--- config.mk ---
export PLATFORM = sky130hd
export DESIGN_NAME = xap_unit
export DESIGN_NICKNAME = d
export VERILOG_FILES = /design/src/rtl/xap_pkg.sv /design/src/rtl/xap_unit.sv
export SDC_FILE = /design/constraint.sdc
export NUM_CORES = 1
export LEC_CHECK = 0
export ABC_AREA = 0
export BUFFER_PORTS_ARGS = -buffer_cell sky130_fd_sc_hd__buf_2
export CORE_AREA = 3 3 173 175
export CTS_CLUSTER_DIAMETER = 120
export DETAILED_ROUTE_END_ITERATION = 10
export DIE_AREA = 0 0 176 178
export PLACE_DENSITY = 0.52
export SKIP_CTS_REPAIR_TIMING = 1
export SLEW_MARGIN = 30
export SYNTH_ARGS = -nofsm -noshare
export SYNTH_HDL_FRONTEND = slang
export SYNTH_SLANG_ARGS = --single-unit
export TNS_END_PERCENT = 10
--- constraint.sdc ---
create_clock -name hclk -period 5.35 [get_ports hclk]
set_input_delay 0.535 -clock hclk [delete_from_list [all_inputs] [get_ports hclk]]
set_output_delay 0.535 -clock hclk [all_outputs]
set_load 0.01 [all_outputs]
--- src/rtl/xap_pkg.sv ---
// Constants for the external data address pointer unit.
// Assumes a 32-bit AHB-Lite register bus where each register takes one word.
package xap_pkg;
    // Register indices; byte address is four times the index
    localparam logic [7:0] IDX_DATA_POINTER0_LOW = 8'h82;
    localparam logic [7:0] IDX_DATA_POINTER0_HIGH = 8'h83;
    localparam logic [7:0] IDX_DATA_POINTER1_LOW = 8'h84;
    localparam logic [7:0] IDX_DATA_POINTER1_HIGH = 8'h85;
    localparam logic [7:0] IDX_POINTER_SELECT_CONTROL = 8'h86;
    localparam logic [7:0] IDX_DATA_POINTER0_TOP = 8'h93;
    localparam logic [7:0] IDX_DATA_POINTER1_TOP = 8'h95;
    localparam logic [7:0] IDX_ADDRESSING_MODE_CONTROL = 8'h9D;
    localparam logic [7:0] IDX_INDIRECT_HIGH_ADDRESS = 8'hDA;
    localparam logic [7:0] IDX_INDIRECT_TOP_ADDRESS = 8'hEA;
    // Register reset value
    localparam logic [7:0] REG_RESET = 8'h00;
    // Pointer select control fields
    localparam int PSC_SEL_BIT = 0;
    localparam int PSC_AUTO_TOGGLE_BIT = 5;
    localparam int PSC_STEP_LO = 6;
    localparam logic [7:0] PSC_WR_MASK = 8'hE1;
    // Addressing mode control fields
    localparam int AMC_MODE_LO = 0;
    localparam int AMC_MODE_WIDE_BIT = 1;
    localparam int AMC_HIGH_SRC_BIT = 3;
    localparam logic [7:0] AMC_WR_MASK = 8'h0B;
    // Address path
    localparam int XRAM_ADDR_W = 24;
    localparam logic [24:0] XRAM_BYTES = 25'h100_0000;
    localparam logic [24:0] XRAM_64K = 25'h001_0000;
    // AHB encodings
    localparam logic [1:0] HTRANS_NONSEQ = 2'h2;
    localparam logic HRESP_OKAY = 1'b0;
endpackage : xap_pkg

--- src/rtl/xap_unit.sv ---
// External data address pointer unit: two data pointers with top bytes,
// pointer select control, and register-indirect high/top address sources.
// Assumes one AHB-Lite master and CPU strobes synchronous to hclk.
//
// Implementation choice: the AHB-Lite slave port.
`timescale 1ns/1ps

// Functional notes
// - Indirect move, source select 0: address bits 15..8 from port two latch.
// - Indirect move, source select 1: high byte from indirect high address.
// - Indirect move: address bits 23..16 from indirect top address.
// - Indirect top address never affects pointer-based moves.
// - Pointer move: low 16 bits from selected pointer high and low.
// - Pointer move: bits 23..16 from selected pointer top byte.
// - Address path is 24 bits, up to 16 megabytes.
// - Select bit 1 picks pointer one, 0 picks pointer zero.
// - Step code 00 inc both, 11 dec both, 01 dec zero inc one.
// - Auto-toggle flips select after each pointer-using instruction.
// - Hardware may change select; reads return selection in effect.
// - Wide mode: pointer steps carry into and borrow from top byte.
// - Compatible mode: steps leave top bytes alone; both pointers alike.
// - Memory below 64 kilobytes: top bytes do not affect address.
// - All these registers reset to zero and are read/write.
// - Mode field 00 compatible, upper bit 1 wide.
// - Source select bit lives in the addressing mode control register.
module xap_unit
    import xap_pkg::*;
(
    // Clock and reset
    input wire logic hclk,
    input wire logic hresetn,

    // AHB-Lite slave
    input wire logic hsel,
    input wire logic [31:0] haddr,
    input wire logic [1:0] htrans,
    input wire logic hwrite,
    input wire logic [2:0] hsize,
    input wire logic [31:0] hwdata,
    input wire logic hready,
    output logic [31:0] hrdata,
    output logic hreadyout,
    output logic hresp,

    // CPU move requests
    input wire logic cpu_ptr_move,
    input wire logic cpu_ind_move,
    input wire logic [7:0] cpu_work_reg,
    input wire logic [7:0] port_two_latch,
    input wire logic cpu_ptr_step,

    // XRAM address port
    output logic [xap_pkg::XRAM_ADDR_W-1:0] xram_addr,
    output logic xram_addr_valid
);
    import xap_pkg::*;

    // Pointers, top byte above high above low
    logic [23:0] ptr0_ff;
    logic [23:0] ptr1_ff;
    logic [23:0] nxt_ptr0;
    logic [23:0] nxt_ptr1;

    // Control and indirect address registers
    logic [7:0] psc_ff;
    logic [7:0] amc_ff;
    logic [7:0] ind_high_ff;
    logic [7:0] ind_top_ff;

    // Bus data phase state
    logic wr_pend_ff;
    logic [7:0] wr_idx_ff;
    logic [31:0] rdata_ff;
    logic [31:0] nxt_rdata;

    // Address port registers
    logic [23:0] addr_ff;
    logic valid_ff;

    // Bus decode
    logic addr_ok;
    logic acc_take;
    logic rd_take;
    logic wr_take;
    logic [7:0] acc_idx;
    logic [7:0] rd_byte;
    logic [7:0] wr_byte;

    // Per-register write strobes, live in the data phase
    logic wr_p0_low;
    logic wr_p0_high;
    logic wr_p0_top;
    logic wr_p1_low;
    logic wr_p1_high;
    logic wr_p1_top;
    logic wr_psc;
    logic wr_amc;
    logic wr_ind_high;
    logic wr_ind_top;

    // Decoded control fields
    logic sel;
    logic wide;
    logic auto_tog;
    logic dec0;
    logic dec1;
    logic high_src;

    // Pointer use and step enables
    logic ptr_used;
    logic step0;
    logic step1;

    // Candidate move addresses
    logic [23:0] ptr_sel_val;
    logic [23:0] ind_addr;

    // Plus or minus one; compat mode wraps inside 16 bits
    function automatic logic [23:0] step_ptr(input logic [23:0] v, input logic dec, input logic wd);
        logic [23:0] r;
        if (dec) begin
            r = v - 24'h00_0001;
        end else begin
            r = v + 24'h00_0001;
        end
        if (!wd) begin
            r = {v[23:16], r[15:0]};
        end
        return r;
    endfunction : step_ptr

    // Write strobe decode, shared by every register
    function automatic logic wr_hit(input logic pend, input logic [7:0] held, input logic [7:0] idx);
        return pend && (held == idx);
    endfunction : wr_hit

    // Small memories ignore the top byte entirely
    function automatic logic [23:0] fold_addr(input logic [23:0] a);
        logic [23:0] r;
        r = a;
        if (XRAM_BYTES < XRAM_64K) begin
            r[23:16] = 8'h00;
        end
        return r;
    endfunction : fold_addr

    // Read value of a register index, zero when unmapped
    function automatic logic [7:0] reg_value(
        input logic [7:0] idx,
        input logic [23:0] p0,
        input logic [23:0] p1,
        input logic [7:0] pc,
        input logic [7:0] am,
        input logic [7:0] ih,
        input logic [7:0] it
    );
        logic [7:0] r;
        r = 8'h00;
        unique case (idx)
            // Pointer low and high bytes
            IDX_DATA_POINTER0_LOW: r = p0[7:0];
            IDX_DATA_POINTER0_HIGH: r = p0[15:8];
            IDX_DATA_POINTER1_LOW: r = p1[7:0];
            IDX_DATA_POINTER1_HIGH: r = p1[15:8];
            // Select control, unused bits read zero
            IDX_POINTER_SELECT_CONTROL: r = pc & PSC_WR_MASK;
            // Pointer top bytes
            IDX_DATA_POINTER0_TOP: r = p0[23:16];
            IDX_DATA_POINTER1_TOP: r = p1[23:16];
            // Mode control and indirect sources
            IDX_ADDRESSING_MODE_CONTROL: r = am & AMC_WR_MASK;
            IDX_INDIRECT_HIGH_ADDRESS: r = ih;
            IDX_INDIRECT_TOP_ADDRESS: r = it;
            // Unmapped indices read zero
            default: r = 8'h00;
        endcase
        return r;
    endfunction : reg_value

    // Bus decode; upper address bits must be clear
    assign addr_ok = (haddr[31:10] == 22'h00_0000)
        && (haddr[1:0] == 2'h0);
    assign acc_take = hsel
        && hready
        && (htrans == HTRANS_NONSEQ)
        && addr_ok;
    assign acc_idx = haddr[9:2];
    assign hreadyout = 1'b1; // Zero wait state, every register is a flop
    assign hresp = HRESP_OKAY;
    assign hrdata = rdata_ff;

    // Address phase split by direction
    assign rd_take = acc_take && !hwrite;
    assign wr_take = acc_take && hwrite;

    assign sel = psc_ff[PSC_SEL_BIT];
    assign wide = amc_ff[AMC_MODE_WIDE_BIT];
    assign ptr_used = cpu_ptr_move || cpu_ptr_step;
    assign auto_tog = psc_ff[PSC_AUTO_TOGGLE_BIT];
    assign dec0 = psc_ff[PSC_STEP_LO];
    assign dec1 = psc_ff[PSC_STEP_LO+1];
    assign high_src = amc_ff[AMC_HIGH_SRC_BIT];

    // Write strobes; the index is held from the address phase
    assign wr_p0_low = wr_hit(wr_pend_ff, wr_idx_ff, IDX_DATA_POINTER0_LOW);
    assign wr_p0_high = wr_hit(wr_pend_ff, wr_idx_ff, IDX_DATA_POINTER0_HIGH);
    assign wr_p0_top = wr_hit(wr_pend_ff, wr_idx_ff, IDX_DATA_POINTER0_TOP);
    assign wr_p1_low = wr_hit(wr_pend_ff, wr_idx_ff, IDX_DATA_POINTER1_LOW);
    assign wr_p1_high = wr_hit(wr_pend_ff, wr_idx_ff, IDX_DATA_POINTER1_HIGH);
    assign wr_p1_top = wr_hit(wr_pend_ff, wr_idx_ff, IDX_DATA_POINTER1_TOP);
    assign wr_psc = wr_hit(wr_pend_ff, wr_idx_ff, IDX_POINTER_SELECT_CONTROL);
    assign wr_amc = wr_hit(wr_pend_ff, wr_idx_ff, IDX_ADDRESSING_MODE_CONTROL);
    assign wr_ind_high = wr_hit(wr_pend_ff, wr_idx_ff, IDX_INDIRECT_HIGH_ADDRESS);
    assign wr_ind_top = wr_hit(wr_pend_ff, wr_idx_ff, IDX_INDIRECT_TOP_ADDRESS);

    // Candidate move addresses, picked at the request edge
    assign ptr_sel_val = sel ? ptr1_ff : ptr0_ff;
    assign ind_addr = {
        ind_top_ff,
        high_src ? ind_high_ff : port_two_latch,
        cpu_work_reg
    };

    // Write pending flag; a write lands one edge after its address
    always_ff @(posedge hclk or negedge hresetn) begin
        if (!hresetn) begin
            wr_pend_ff <= 1'b0;
        end else if (hready) begin
            wr_pend_ff <= wr_take;
        end
    end

    // Index held for the data phase
    always_ff @(posedge hclk or negedge hresetn) begin
        if (!hresetn) begin
            wr_idx_ff <= 8'h00;
        end else if (hready) begin
            wr_idx_ff <= acc_idx;
        end
    end

    // Write data byte of the data phase in flight
    assign wr_byte = hwdata[7:0];

    // Forward a write in its data phase so back-to-back read sees it
    always_comb begin
        rd_byte = reg_value(acc_idx, ptr0_ff, ptr1_ff, psc_ff, amc_ff, ind_high_ff, ind_top_ff);
        if (wr_pend_ff && (wr_idx_ff == acc_idx)) begin
            rd_byte = reg_value(acc_idx, {3{wr_byte}}, {3{wr_byte}}, wr_byte, wr_byte, wr_byte, wr_byte);
        end
    end

    // Next read data; zero outside a read data phase keeps the bus quiet
    always_comb begin
        nxt_rdata = 32'h0000_0000;
        if (rd_take) begin
            nxt_rdata = {24'h00_0000, rd_byte};
        end
    end

    // Read data captured at the address phase; upper bits read zero
    always_ff @(posedge hclk or negedge hresetn) begin
        if (!hresetn) begin
            rdata_ff <= 32'h0000_0000;
        end else if (hready) begin
            rdata_ff <= nxt_rdata;
        end
    end

    // Step enables and stepped values; only the selected pointer moves
    assign step0 = cpu_ptr_step && !sel;
    assign step1 = cpu_ptr_step && sel;
    assign nxt_ptr0 = step_ptr(ptr0_ff, dec0, wide);
    assign nxt_ptr1 = step_ptr(ptr1_ff, dec1, wide);

    // Pointer zero: software byte write wins over a hardware step
    always_ff @(posedge hclk or negedge hresetn) begin
        if (!hresetn) begin
            ptr0_ff <= {REG_RESET, REG_RESET, REG_RESET};
        end else if (wr_p0_low) begin
            ptr0_ff[7:0] <= wr_byte;
        end else if (wr_p0_high) begin
            ptr0_ff[15:8] <= wr_byte;
        end else if (wr_p0_top) begin
            ptr0_ff[23:16] <= wr_byte;
        end else if (step0) begin
            ptr0_ff <= nxt_ptr0;
        end
    end

    // Pointer one, same behaviour as pointer zero
    always_ff @(posedge hclk or negedge hresetn) begin
        if (!hresetn) begin
            ptr1_ff <= {REG_RESET, REG_RESET, REG_RESET};
        end else if (wr_p1_low) begin
            ptr1_ff[7:0] <= wr_byte;
        end else if (wr_p1_high) begin
            ptr1_ff[15:8] <= wr_byte;
        end else if (wr_p1_top) begin
            ptr1_ff[23:16] <= wr_byte;
        end else if (step1) begin
            ptr1_ff <= nxt_ptr1;
        end
    end

    // Select control; a software write wins over the auto-toggle
    always_ff @(posedge hclk or negedge hresetn) begin
        if (!hresetn) begin
            psc_ff <= REG_RESET;
        end else if (wr_psc) begin
            psc_ff <= wr_byte & PSC_WR_MASK;
        end else if (ptr_used && auto_tog) begin
            psc_ff[PSC_SEL_BIT] <= !sel;
        end
    end

    // Mode control, software only
    always_ff @(posedge hclk or negedge hresetn) begin
        if (!hresetn) begin
            amc_ff <= REG_RESET;
        end else if (wr_amc) begin
            amc_ff <= wr_byte & AMC_WR_MASK;
        end
    end

    // Indirect high address source, software only
    always_ff @(posedge hclk or negedge hresetn) begin
        if (!hresetn) begin
            ind_high_ff <= REG_RESET;
        end else if (wr_ind_high) begin
            ind_high_ff <= wr_byte;
        end
    end

    // Indirect top address source, software only
    always_ff @(posedge hclk or negedge hresetn) begin
        if (!hresetn) begin
            ind_top_ff <= REG_RESET;
        end else if (wr_ind_top) begin
            ind_top_ff <= wr_byte;
        end
    end

    // Strobe for one cycle after any move request
    always_ff @(posedge hclk or negedge hresetn) begin
        if (!hresetn) begin
            valid_ff <= 1'b0;
        end else begin
            valid_ff <= cpu_ptr_move || cpu_ind_move;
        end
    end

    // Address forming; pointer move takes priority over indirect
    always_ff @(posedge hclk or negedge hresetn) begin
        if (!hresetn) begin
            addr_ff <= 24'h00_0000;
        end else if (cpu_ptr_move) begin
            addr_ff <= ptr_sel_val;
        end else if (cpu_ind_move) begin
            addr_ff <= ind_addr;
        end
    end

    // Full 24-bit path; the top byte folds away only for small memories
    assign xram_addr = fold_addr(addr_ff);
    assign xram_addr_valid = valid_ff;
endmodule : xap_unit

==> results_dict.tcl, run 1 <==
set metrics [dict create \
    initial_core_util_pct 29.59 \
    synthTopCellsByArea "dfrtp_1, ha_1, a21oi_1" \
    synth-edff-count 0 \
    p_leak_nw 4.172 \
    grt_max_degree 68 \
    fin_crit_ns 3.255 \
    path_clk_slew_ns 0.06 \
    place.detailed.hpwl_mm 21.28 \
    crit_path_top_delay_cell "dfrtp_2" \
    grt_setup_unrepaired "no" \
    async_flop_share_pct 100.0 \
    layout_common_cells "dfrtp_1, a21oi_1, buf_2" \
    cts_inserted_buffers 17 \
    rr_endpoint "ptr0_ff[21]" \
    syn_inst 969 \
    max_slew_margin_pct 34.06 \
    post-place-ws_ns 2.133 \
    worst_setup_path_start_kind "flip-flop" \
    grtUsageTotal_pct 18.59 \
    ios 152 \
    crit_type "reg -> reg" \
    hold_viol 0 \
    dieArea_um2 31330 \
    diodes 0 \
    p_per_area_nw_per_um2 459.8 \
    path_cells "ha_1, a211oi_1, o21ai_0, a31oi_1, o21a_1, o211ai_2, a31oi_1, o21bai_1, xnor2_1, o21ai_1" \
    drive_above_1_share_pct 17.90 \
    fin_tns_setup_ns 0 \
    critPathMaxStageDelay_ns 0.74 \
    timing.final.ws_setup_ns 2.095 \
    viasPerCell 5.348 \
    grt_first_pass_wirelength_mm 44.03 \
    clk_path_buf_depth 2 \
    skew_ns 0.01289 \
    drt.antenna.violating_nets 0 \
    final_common_cell "dfrtp_1" \
    status "finished, final reports clean" \
    port_buffers 98 \
    rows 62 \
    cts_sinks 113 \
    grt_pass1_vias 7282 \
    drc 0 \
    min_path_type "in -> async" \
    r2r_cells 10 \
    gp_congestion 0.9419 \
    htree_levels 4 \
    vdd_drop_max_mv 0.2036 \
    die_h_um 178 \
    syn_avg_cell_area_um2 8.742 \
    crit_arrival_ns 3.56 \
    dr.first_iter.drc_count 864 \
    syn_area_um2 8471 \
    die_w_um 176 \
    crit_required_ns 5.66 \
    wl_mm 29.03 \
    first_pass_iters 5 \
    drv_slew 0 \
    cts_root_buf "clkbuf_16" \
    ys_seq_elements 113 \
    dr_total_vias 7669 \
    synthToLayoutAreaGrowth_pct 15.49 \
    drv_cap 0 \
    finalNetCount 1177 \
    crit_path_start "psc_ff[6]" \
    antenna_found_initial 1 \
    utilization_pct 34.18 \
    core_area_um2 28630 \
    r2r_slack_ns 2.09 \
    gr-total-overflow 0 \
    cp-end-kind "flip-flop" \
    cp_max_fo 27 \
    clock_latency_ns 0.43 \
    yosysSeqAreaShare_pct 33.38 \
    critPathMostFrequentCell "a31oi_1" \
    synth_top_area_cell "dfrtp_1" \
    cts_tree "yes" \
    max_freq_mhz 307.2 \
    finalCritPeriodShare_pct 60.85 \
    rr_startpoint "psc_ff[6]" \
    synth-main-ff-cell "dfrtp_1" \
    post-place-cells 1403 \
    synth_warnings 0 \
    setup_viol 0 \
    final_cells 1434 \
    tightest_slew_ns 0.9816 \
    synth_cell_types 68 \
    wl_per_cell_um 20.24 \
    yosysTopAreaCellShare_pct 33.38 \
]
## power breakdown
group	internal [W]	switching (W)	leakage, nW
sequential	0.00102	0.000290	1.43
combinational	0.000889	0.00111	2.45
clock	0.000744	0.000443	0.290
## flip-flops by register name, summed over array words and instances, names as in the netlist
| signal | count |
|---|---|
| amc_ff | 3 |
| hrdata | 8 |
| ptr1_ff | 24 |
| psc_ff | 4 |
| xram_addr_valid | 1 |
| ind_top_ff | 8 |
| wr_idx_ff | 8 |
| wr_pend_ff | 1 |
| ind_high_ff | 8 |
| xram_addr | 24 |
| ptr0_ff | 24 |
## cell usage after synthesis, types with 3 or more instances
cell type and count:
a211oi_1 25, inv_1 26, a22oi_1 13, o31a_1 3
ha_1 44, a21oi_1 109, nor3b_1 4, or3_1 9
o22ai_1 10, o31ai_1 4, nand2b_1 6, o211ai_2 3
nor3b_2 4, o21a_1 15, a31oi_1 17, o21bai_1 7
o21ai_0 49, a221oi_1 7, nor3_1 19, and2_1 4
and3_1 6, o21ai_1 5, a221o_1 3, clkbuf_1 36
buf_2 8, mux2_2 31, or2_2 5, buf_1 4
a22o_1 4, buf_4 28, a21o_1 13, nand4_1 9
nor4_1 7, o211ai_1 5, nand3_1 18, nor2_1 81
nand2_1 66, xnor2_1 22, dfrtp_1 113, nor4b_1 5
xor2_1 21, mux2i_1 41, a222oi_1 7, nor2b_1 23
## layout make-up
type                            instances  area, um^2
Multi-Input combinational cell        778        5248
Sequential cell                       113        2829
Fill cell                            2965       18840
Timing Repair Buffer                  102       526.8
Clock inverter                         12       158.9
Tap cell                              384       480.5
Inverter                               26       97.59
Clock buffer                           19       442.9
## per-layer routing
layer	GRT usage, %	vias to the layer above	share of wire (%)
li1	-	3669	-
met2	28.44	277	44
met4	6.137	2	2.8
met3	2.852	56	5.9
met1	26.83	3665	47
met5	0	-	0.069
## per-stage QoR
stage	cell area [um^2]	total power [W]	hold WS, ns
5_1_grt	9783	0.004820	0.1638
3_5_place_dp	9171	0.003303	0.5115
4_1_cts	9773	0.004505	0.2645
3_3_place_gp	9170	0.003280	0.5084
2_1_floorplan	8561	0.002748	0.2394
6_report	9783	0.004498	0.1180
## worst max-delay path, delay by kind of cell (launching register included)
family          cells  cell delay, ns
fa+ha+maj           1            0.36
compound gates      8            1.88
xor+xnor            1            0.17
flops               1            0.74
## how the worst max path moves through the flow
stage	end	slack (ns)	cells past startpoint
final	ptr0_ff[21]	2.09	10
after detailed placement	ptr0_ff[21]	2.13	10
after global routing	ptr0_ff[12]	1.85	9
after global placement	ptr0_ff[10]	1.78	10
after CTS	ptr0_ff[21]	2.12	10
after floorplan	ptr1_ff[16]	2.53	11
## cell families (layout without fill, tap and decap cells)
family	Yosys count	after routing	share of synthesized area, %
xor gates and xnor gates	43	43	4.446
buffers and inverters	102	159	5.879
adders and majority gates	46	46	6.972
and+or+nand+nor	279	279	16.84
DFF	113	113	33.38
muxes	72	72	8.966
AOI/OAI and AO/OA	312	312	23.43
other	2	26	0.08866
Note: power is estimated with default switching activity, not from simulation.
==> run 2: changes to the inputs <==
Clock period 5.35 ns to 3.2 ns, I/O delays scaled along.
==> run 2 against run 1 <==
  * The flow now finishes with violations (hold timing)
  * Cell area up 1.6%
  * Sequential share of layout area decreased by 0.46 points
  * Die area unchanged
  * Cell count rose by 2.0%
  * Highest routed layer is now met4
  * Largest power group unchanged
  * Critical path depth unchanged
  * Non-clock buffer count grew 26
  * Utilization increased by 0.54 points
  * Critical endpoint is now ptr1_ff[19]
==> results_dict.tcl, run 2 (same netlist as run 1, synthesis figures left out) <==
set metrics [dict create \
    setup_viol 0 \
    wl_mm 28.76 \
    violations "hold timing" \
    dieArea_um2 31330 \
    crit_type "reg -> reg" \
    clk_path_buf_depth 2 \
    hold_viol 9 \
    dr_total_vias 7771 \
    hold_ws_ns -0.02078 \
    fin_crit_ns 2.934 \
    rows 62 \
    clock_latency_ns 0.43 \
    grt_pass1_vias 7240 \
    htree_levels 4 \
    pwr-share-seq_pct 28.5 \
    finalNetCount 1203 \
    dr.first_iter.drc_count 871 \
    max_freq_mhz 340.8 \
    first_pass_iters 8 \
    fillers 2984 \
    synthToLayoutAreaGrowth_pct 17.31 \
    initial_core_util_pct 29.59 \
    finalCritPeriodShare_pct 91.69 \
    layout_common_cells "dfrtp_1, a21oi_1, buf_2" \
    cp_max_fo 7 \
    status "finished with violations" \
    grt_max_degree 114 \
    port_buffers 98 \
    cp-end-kind "flip-flop" \
    p_leak_nw 4.286 \
    p_clk_share_pct 24.1 \
    gr-total-overflow 0 \
    vdd_drop_max_mv 0.3677 \
    gp_congestion 0.9561 \
    crit_required_ns 3.53 \
    drv_slew 0 \
    grt_first_pass_wirelength_mm 43.82 \
    grt_setup_unrepaired "no" \
    final_common_cell "dfrtp_1" \
    max_slew_margin_pct 37.72 \
    ios 152 \
    wl_per_cell_um 19.67 \
    combPwrFrac_pct 47.4 \
    die_w_um 176 \
    worst_setup_path_start_kind "flip-flop" \
    intPower_w 0.004308 \
    crit_arrival_ns 3.27 \
    min_path_type "in -> async" \
    cts_tree "yes" \
    fin_tns_setup_ns 0 \
    viasPerCell 5.315 \
    cts_sinks 113 \
    path_clk_slew_ns 0.06 \
    grtUsageTotal_pct 18.36 \
    place.detailed.hpwl_mm 21.22 \
    sw_frac_of_total_pct 42.12 \
    antenna_found_initial 1 \
    die_h_um 178 \
    cts_inserted_buffers 17 \
    skew_ns 0.01311 \
    drive_above_1_share_pct 19.87 \
    p_switching_w 0.003135 \
    core_area_um2 28630 \
    drv_cap 0 \
    drc 0 \
    r2r_slack_ns 0.27 \
    p_per_area_nw_per_um2 749.0 \
    cts_root_buf "clkbuf_16" \
    drt.antenna.violating_nets 0 \
    tightest_slew_ns 0.9342 \
]
[run 2: cell count changes in the layout (fill, tap and decap cells not counted), moves of 2 or more]
| cell | change |
|---|---|
| bufinv_16 | -3 |
| inv_8 | +3 |
| buf_4 | +26 |
| inv_6 | +2 |
[run 2: worst max-delay path, cell delays in order, from the launching register on]
cell	delay, ns
dfrtp_1	0.47
ha_1	0.40
o21ai_0	0.15
o21ai_0	0.15
o311ai_0	0.21
o31ai_2	0.48
a21oi_1	0.20
o31ai_1	0.31
a21oi_1	0.14
xor2_1	0.15
o21ai_0	0.17
[run 2: path summary, 6_finish.rpt]
| check | endpoint | from | depth (start not counted) |
|---|---|---|---|
| worst min-delay path | xram_addr[0] | hresetn | 2 |
| worst max-delay path | ptr1_ff[19] | psc_ff[7] | 10 |
| worst min register to register | amc_ff[0] | amc_ff[0] | 1 |
| worst max register to register | ptr1_ff[19] | psc_ff[7] | 10 |
| min in group hclk | wr_pend_ff | hwrite | 3 |
| max in group asynchronous | ptr1_ff[17] | hresetn | 2 |
[run 2: per-stage QoR]
stage	setup WS (ns)	instances	cell area (um^2)	power [W]	utilization [%]
floorplan	0.3800	993	8561	0.004595	-
global placement	0.3002	1429	9378	0.005598	32.76
detailed placement	0.2602	1429	9378	0.005621	32.76
CTS	0.2408	1461	9930	0.007464	34.69
global route	0.02824	1461	9935	0.007987	34.71
finish	0.2658	1462	9937	0.007443	34.71
[run 2: power groups by stage]
stage	registers (W)	logic [W]	clock network, W
floorplan	0.00197	0.00262	0
global placement	0.00214	0.00346	0
detailed placement	0.00214	0.00348	0
finish	0.00212	0.00353	0.00179
CTS	0.00211	0.00351	0.00184
global route	0.00214	0.00395	0.00189
[run 2: per-layer routing]
layer,part of all wire (%),global-route usage [%]
met1,48,26.32
met3,6.1,2.767
met2,43,28.23
met4,2.7,6.302
met5,0,0
[run 2: cell type report]
type	count	area, um^2	share of cell area, %
clock inverter	15	126.4	1.272
clock buffer	17	425.4	4.281
sequential	113	2828	28.46
tap	384	480.5	4.835
timing repair buffer	128	730.7	7.353
multi-input combinational	778	5246	52.80
inverter	26	97.59	0.9821
antenna	1	2.502	0.02518
==> run 3: changes to the inputs <==
Settings changed: CORE_AREA 3 3 173 175 to 2 2 172 174, DIE_AREA 0 0 176 178 to 0 0 174 176.
==> run 3 against run 2 <==
  * The flow still finishes with violations (hold timing)
  * Global-route usage barely moved
  * Wire length shrank 2.2%
  * Clock skew decreased by 0.0048 ns
  * Worst setup slack worse by 0.026 ns
  * Critical path type unchanged
  * Highest routed layer is now met5
==> results_dict.tcl, run 3 (same netlist as run 1, synthesis figures left out) <==
set metrics [dict create \
    status "finished with violations" \
    violations "hold timing" \
    crit_required_ns 3.50 \
    grtUsageTotal_pct 18.39 \
    antenna_found_initial 1 \
    finalNetCount 1203 \
    pwr-share-seq_pct 28.8 \
    first_pass_iters 6 \
    met2_length_mm 13.63 \
    p_leak_nw 4.276 \
    sw_frac_of_total_pct 40.65 \
    hold_viol 36 \
    diodes 0 \
    m1WireLength_mm 12.58 \
    cp_max_fo 19 \
    p_switching_w 0.002990 \
    grt_setup_unrepaired "no" \
    r2r_cells 11 \
    gr-total-overflow 0 \
    place.detailed.hpwl_mm 21.23 \
    setup_viol 0 \
    grt_first_pass_wirelength_mm 43.27 \
    dr.first_iter.drc_count 751 \
    max_slew_margin_pct 39.07 \
    crit_arrival_ns 3.26 \
    initial_core_util_pct 29.67 \
    fin_crit_ns 2.960 \
    drt.antenna.violating_nets 0 \
    final_common_cell "dfrtp_1" \
    p_clk_share_pct 23.6 \
    max_freq_mhz 337.9 \
    drv_slew 0 \
    wl_mm 28.12 \
    cts_tree "yes" \
    utilization_pct 34.67 \
    viasPerCell 5.287 \
    p_per_area_nw_per_um2 743.1 \
    path_cells "buf_4, ha_1, a21o_1, a41oi_1, o31ai_2, buf_4, o211ai_2, a21oi_1, a211oi_2, mux2i_1, a221o_1" \
    cts_sinks 113 \
    die_w_um 174 \
    skew_ns 0.008311 \
    layout_common_cells "dfrtp_1, a21oi_1, buf_2" \
    clk_path_buf_depth 2 \
    port_buffers 98 \
    gp_congestion 0.8998 \
    intPower_w 0.004365 \
    drv_cap 0 \
    tightest_slew_ns 0.9100 \
    clock_latency_ns 0.42 \
    crit_path_top_delay_cell "dfrtp_1" \
    ios 152 \
    grt_pass1_vias 7348 \
    core_area_um2 28550 \
    wl_per_cell_um 19.26 \
    multiInputGateArea_um2 5241 \
    min_path_type "in -> async" \
    synthToLayoutAreaGrowth_pct 16.85 \
    rows 62 \
    crit_type "reg -> reg" \
    critPathMostFrequentCell "buf_4" \
    fillers 3030 \
    combPwrFrac_pct 47.5 \
    die_h_um 176 \
    regArea_um2 2829 \
    drive_above_1_share_pct 19.33 \
    dieArea_um2 30620 \
    worst_setup_path_start_kind "flip-flop" \
    highest_layer "met5" \
    grt_max_degree 56 \
    hold_ws_ns -0.03166 \
    finalCritPeriodShare_pct 92.49 \
    dr_wl_met3_mm 1.179 \
    cp-end-kind "flip-flop" \
    dr_total_vias 7719 \
    drc 0 \
    cts_root_buf "clkbuf_16" \
    cts_inserted_buffers 17 \
    fin_tns_setup_ns 0 \
    path_clk_slew_ns 0.05 \
    critPathMaxStageDelay_ns 0.55 \
    htree_levels 4 \
    vdd_drop_max_mv 0.2628 \
]
[run 3: power groups by stage]
stage	sequential [W]	combinational (W)	clock, W
final	0.00212	0.00350	0.00174
after global routing	0.00215	0.00392	0.00185
after CTS	0.00210	0.00349	0.00177
after detailed placement	0.00213	0.00346	0
after global placement	0.00213	0.00344	0
after floorplan	0.00197	0.00262	0
[run 3: layer usage]
metal	vias up	track usage, %
met1	3744	24.19
met2	206	30.98
li1	3724	-
met4	2	6.863
met5	-	0
met3	43	2.347
[run 3: final timing paths]
path / from / slack (ns) / endpoint
min reg2reg: amc_ff[0] / 0.53 / amc_ff[0]
max reg2reg: psc_ff[7] / 0.24 / ptr1_ff[21]
min in group hclk: hwrite / 0.12 / wr_pend_ff
max: psc_ff[7] / 0.24 / ptr1_ff[21]
min: hresetn / -0.03 / xram_addr[23]
max in group asynchronous: hresetn / 2.33 / wr_idx_ff[6]
[run 3: layout make-up]
type | count | share of cell area, %
Multi-Input combinational cell | 778 | 52.95
Sequential cell | 113 | 28.58
Timing Repair Buffer | 128 | 7.256
Tap cell | 384 | 4.854
Clock buffer | 24 | 4.766
Inverter | 26 | 0.9860
Clock inverter | 7 | 0.6068
[run 3: stage by stage]
stage / power, W / instance area (um^2) / setup WS (ns) / instances
6_report: 0.007355 / 9898 / 0.2403 / 1460
5_1_grt: 0.007915 / 9898 / 0.02396 / 1460
4_1_cts: 0.007360 / 9897 / 0.2319 / 1460
3_5_place_dp: 0.005586 / 9365 / 0.2427 / 1429
3_3_place_gp: 0.005572 / 9365 / 0.2454 / 1429
2_1_floorplan: 0.004595 / 8561 / 0.3800 / 993
[run 3: worst max-delay path, delay by kind of cell (launching register included)]
family | cells | cell delay (ns)
flip-flops | 1 | 0.55
adder cells (fa/ha/maj) | 1 | 0.33
AO/OA/AOI/OAI | 7 | 1.35
buffers and inverters | 2 | 0.50
multiplexers | 1 | 0.11
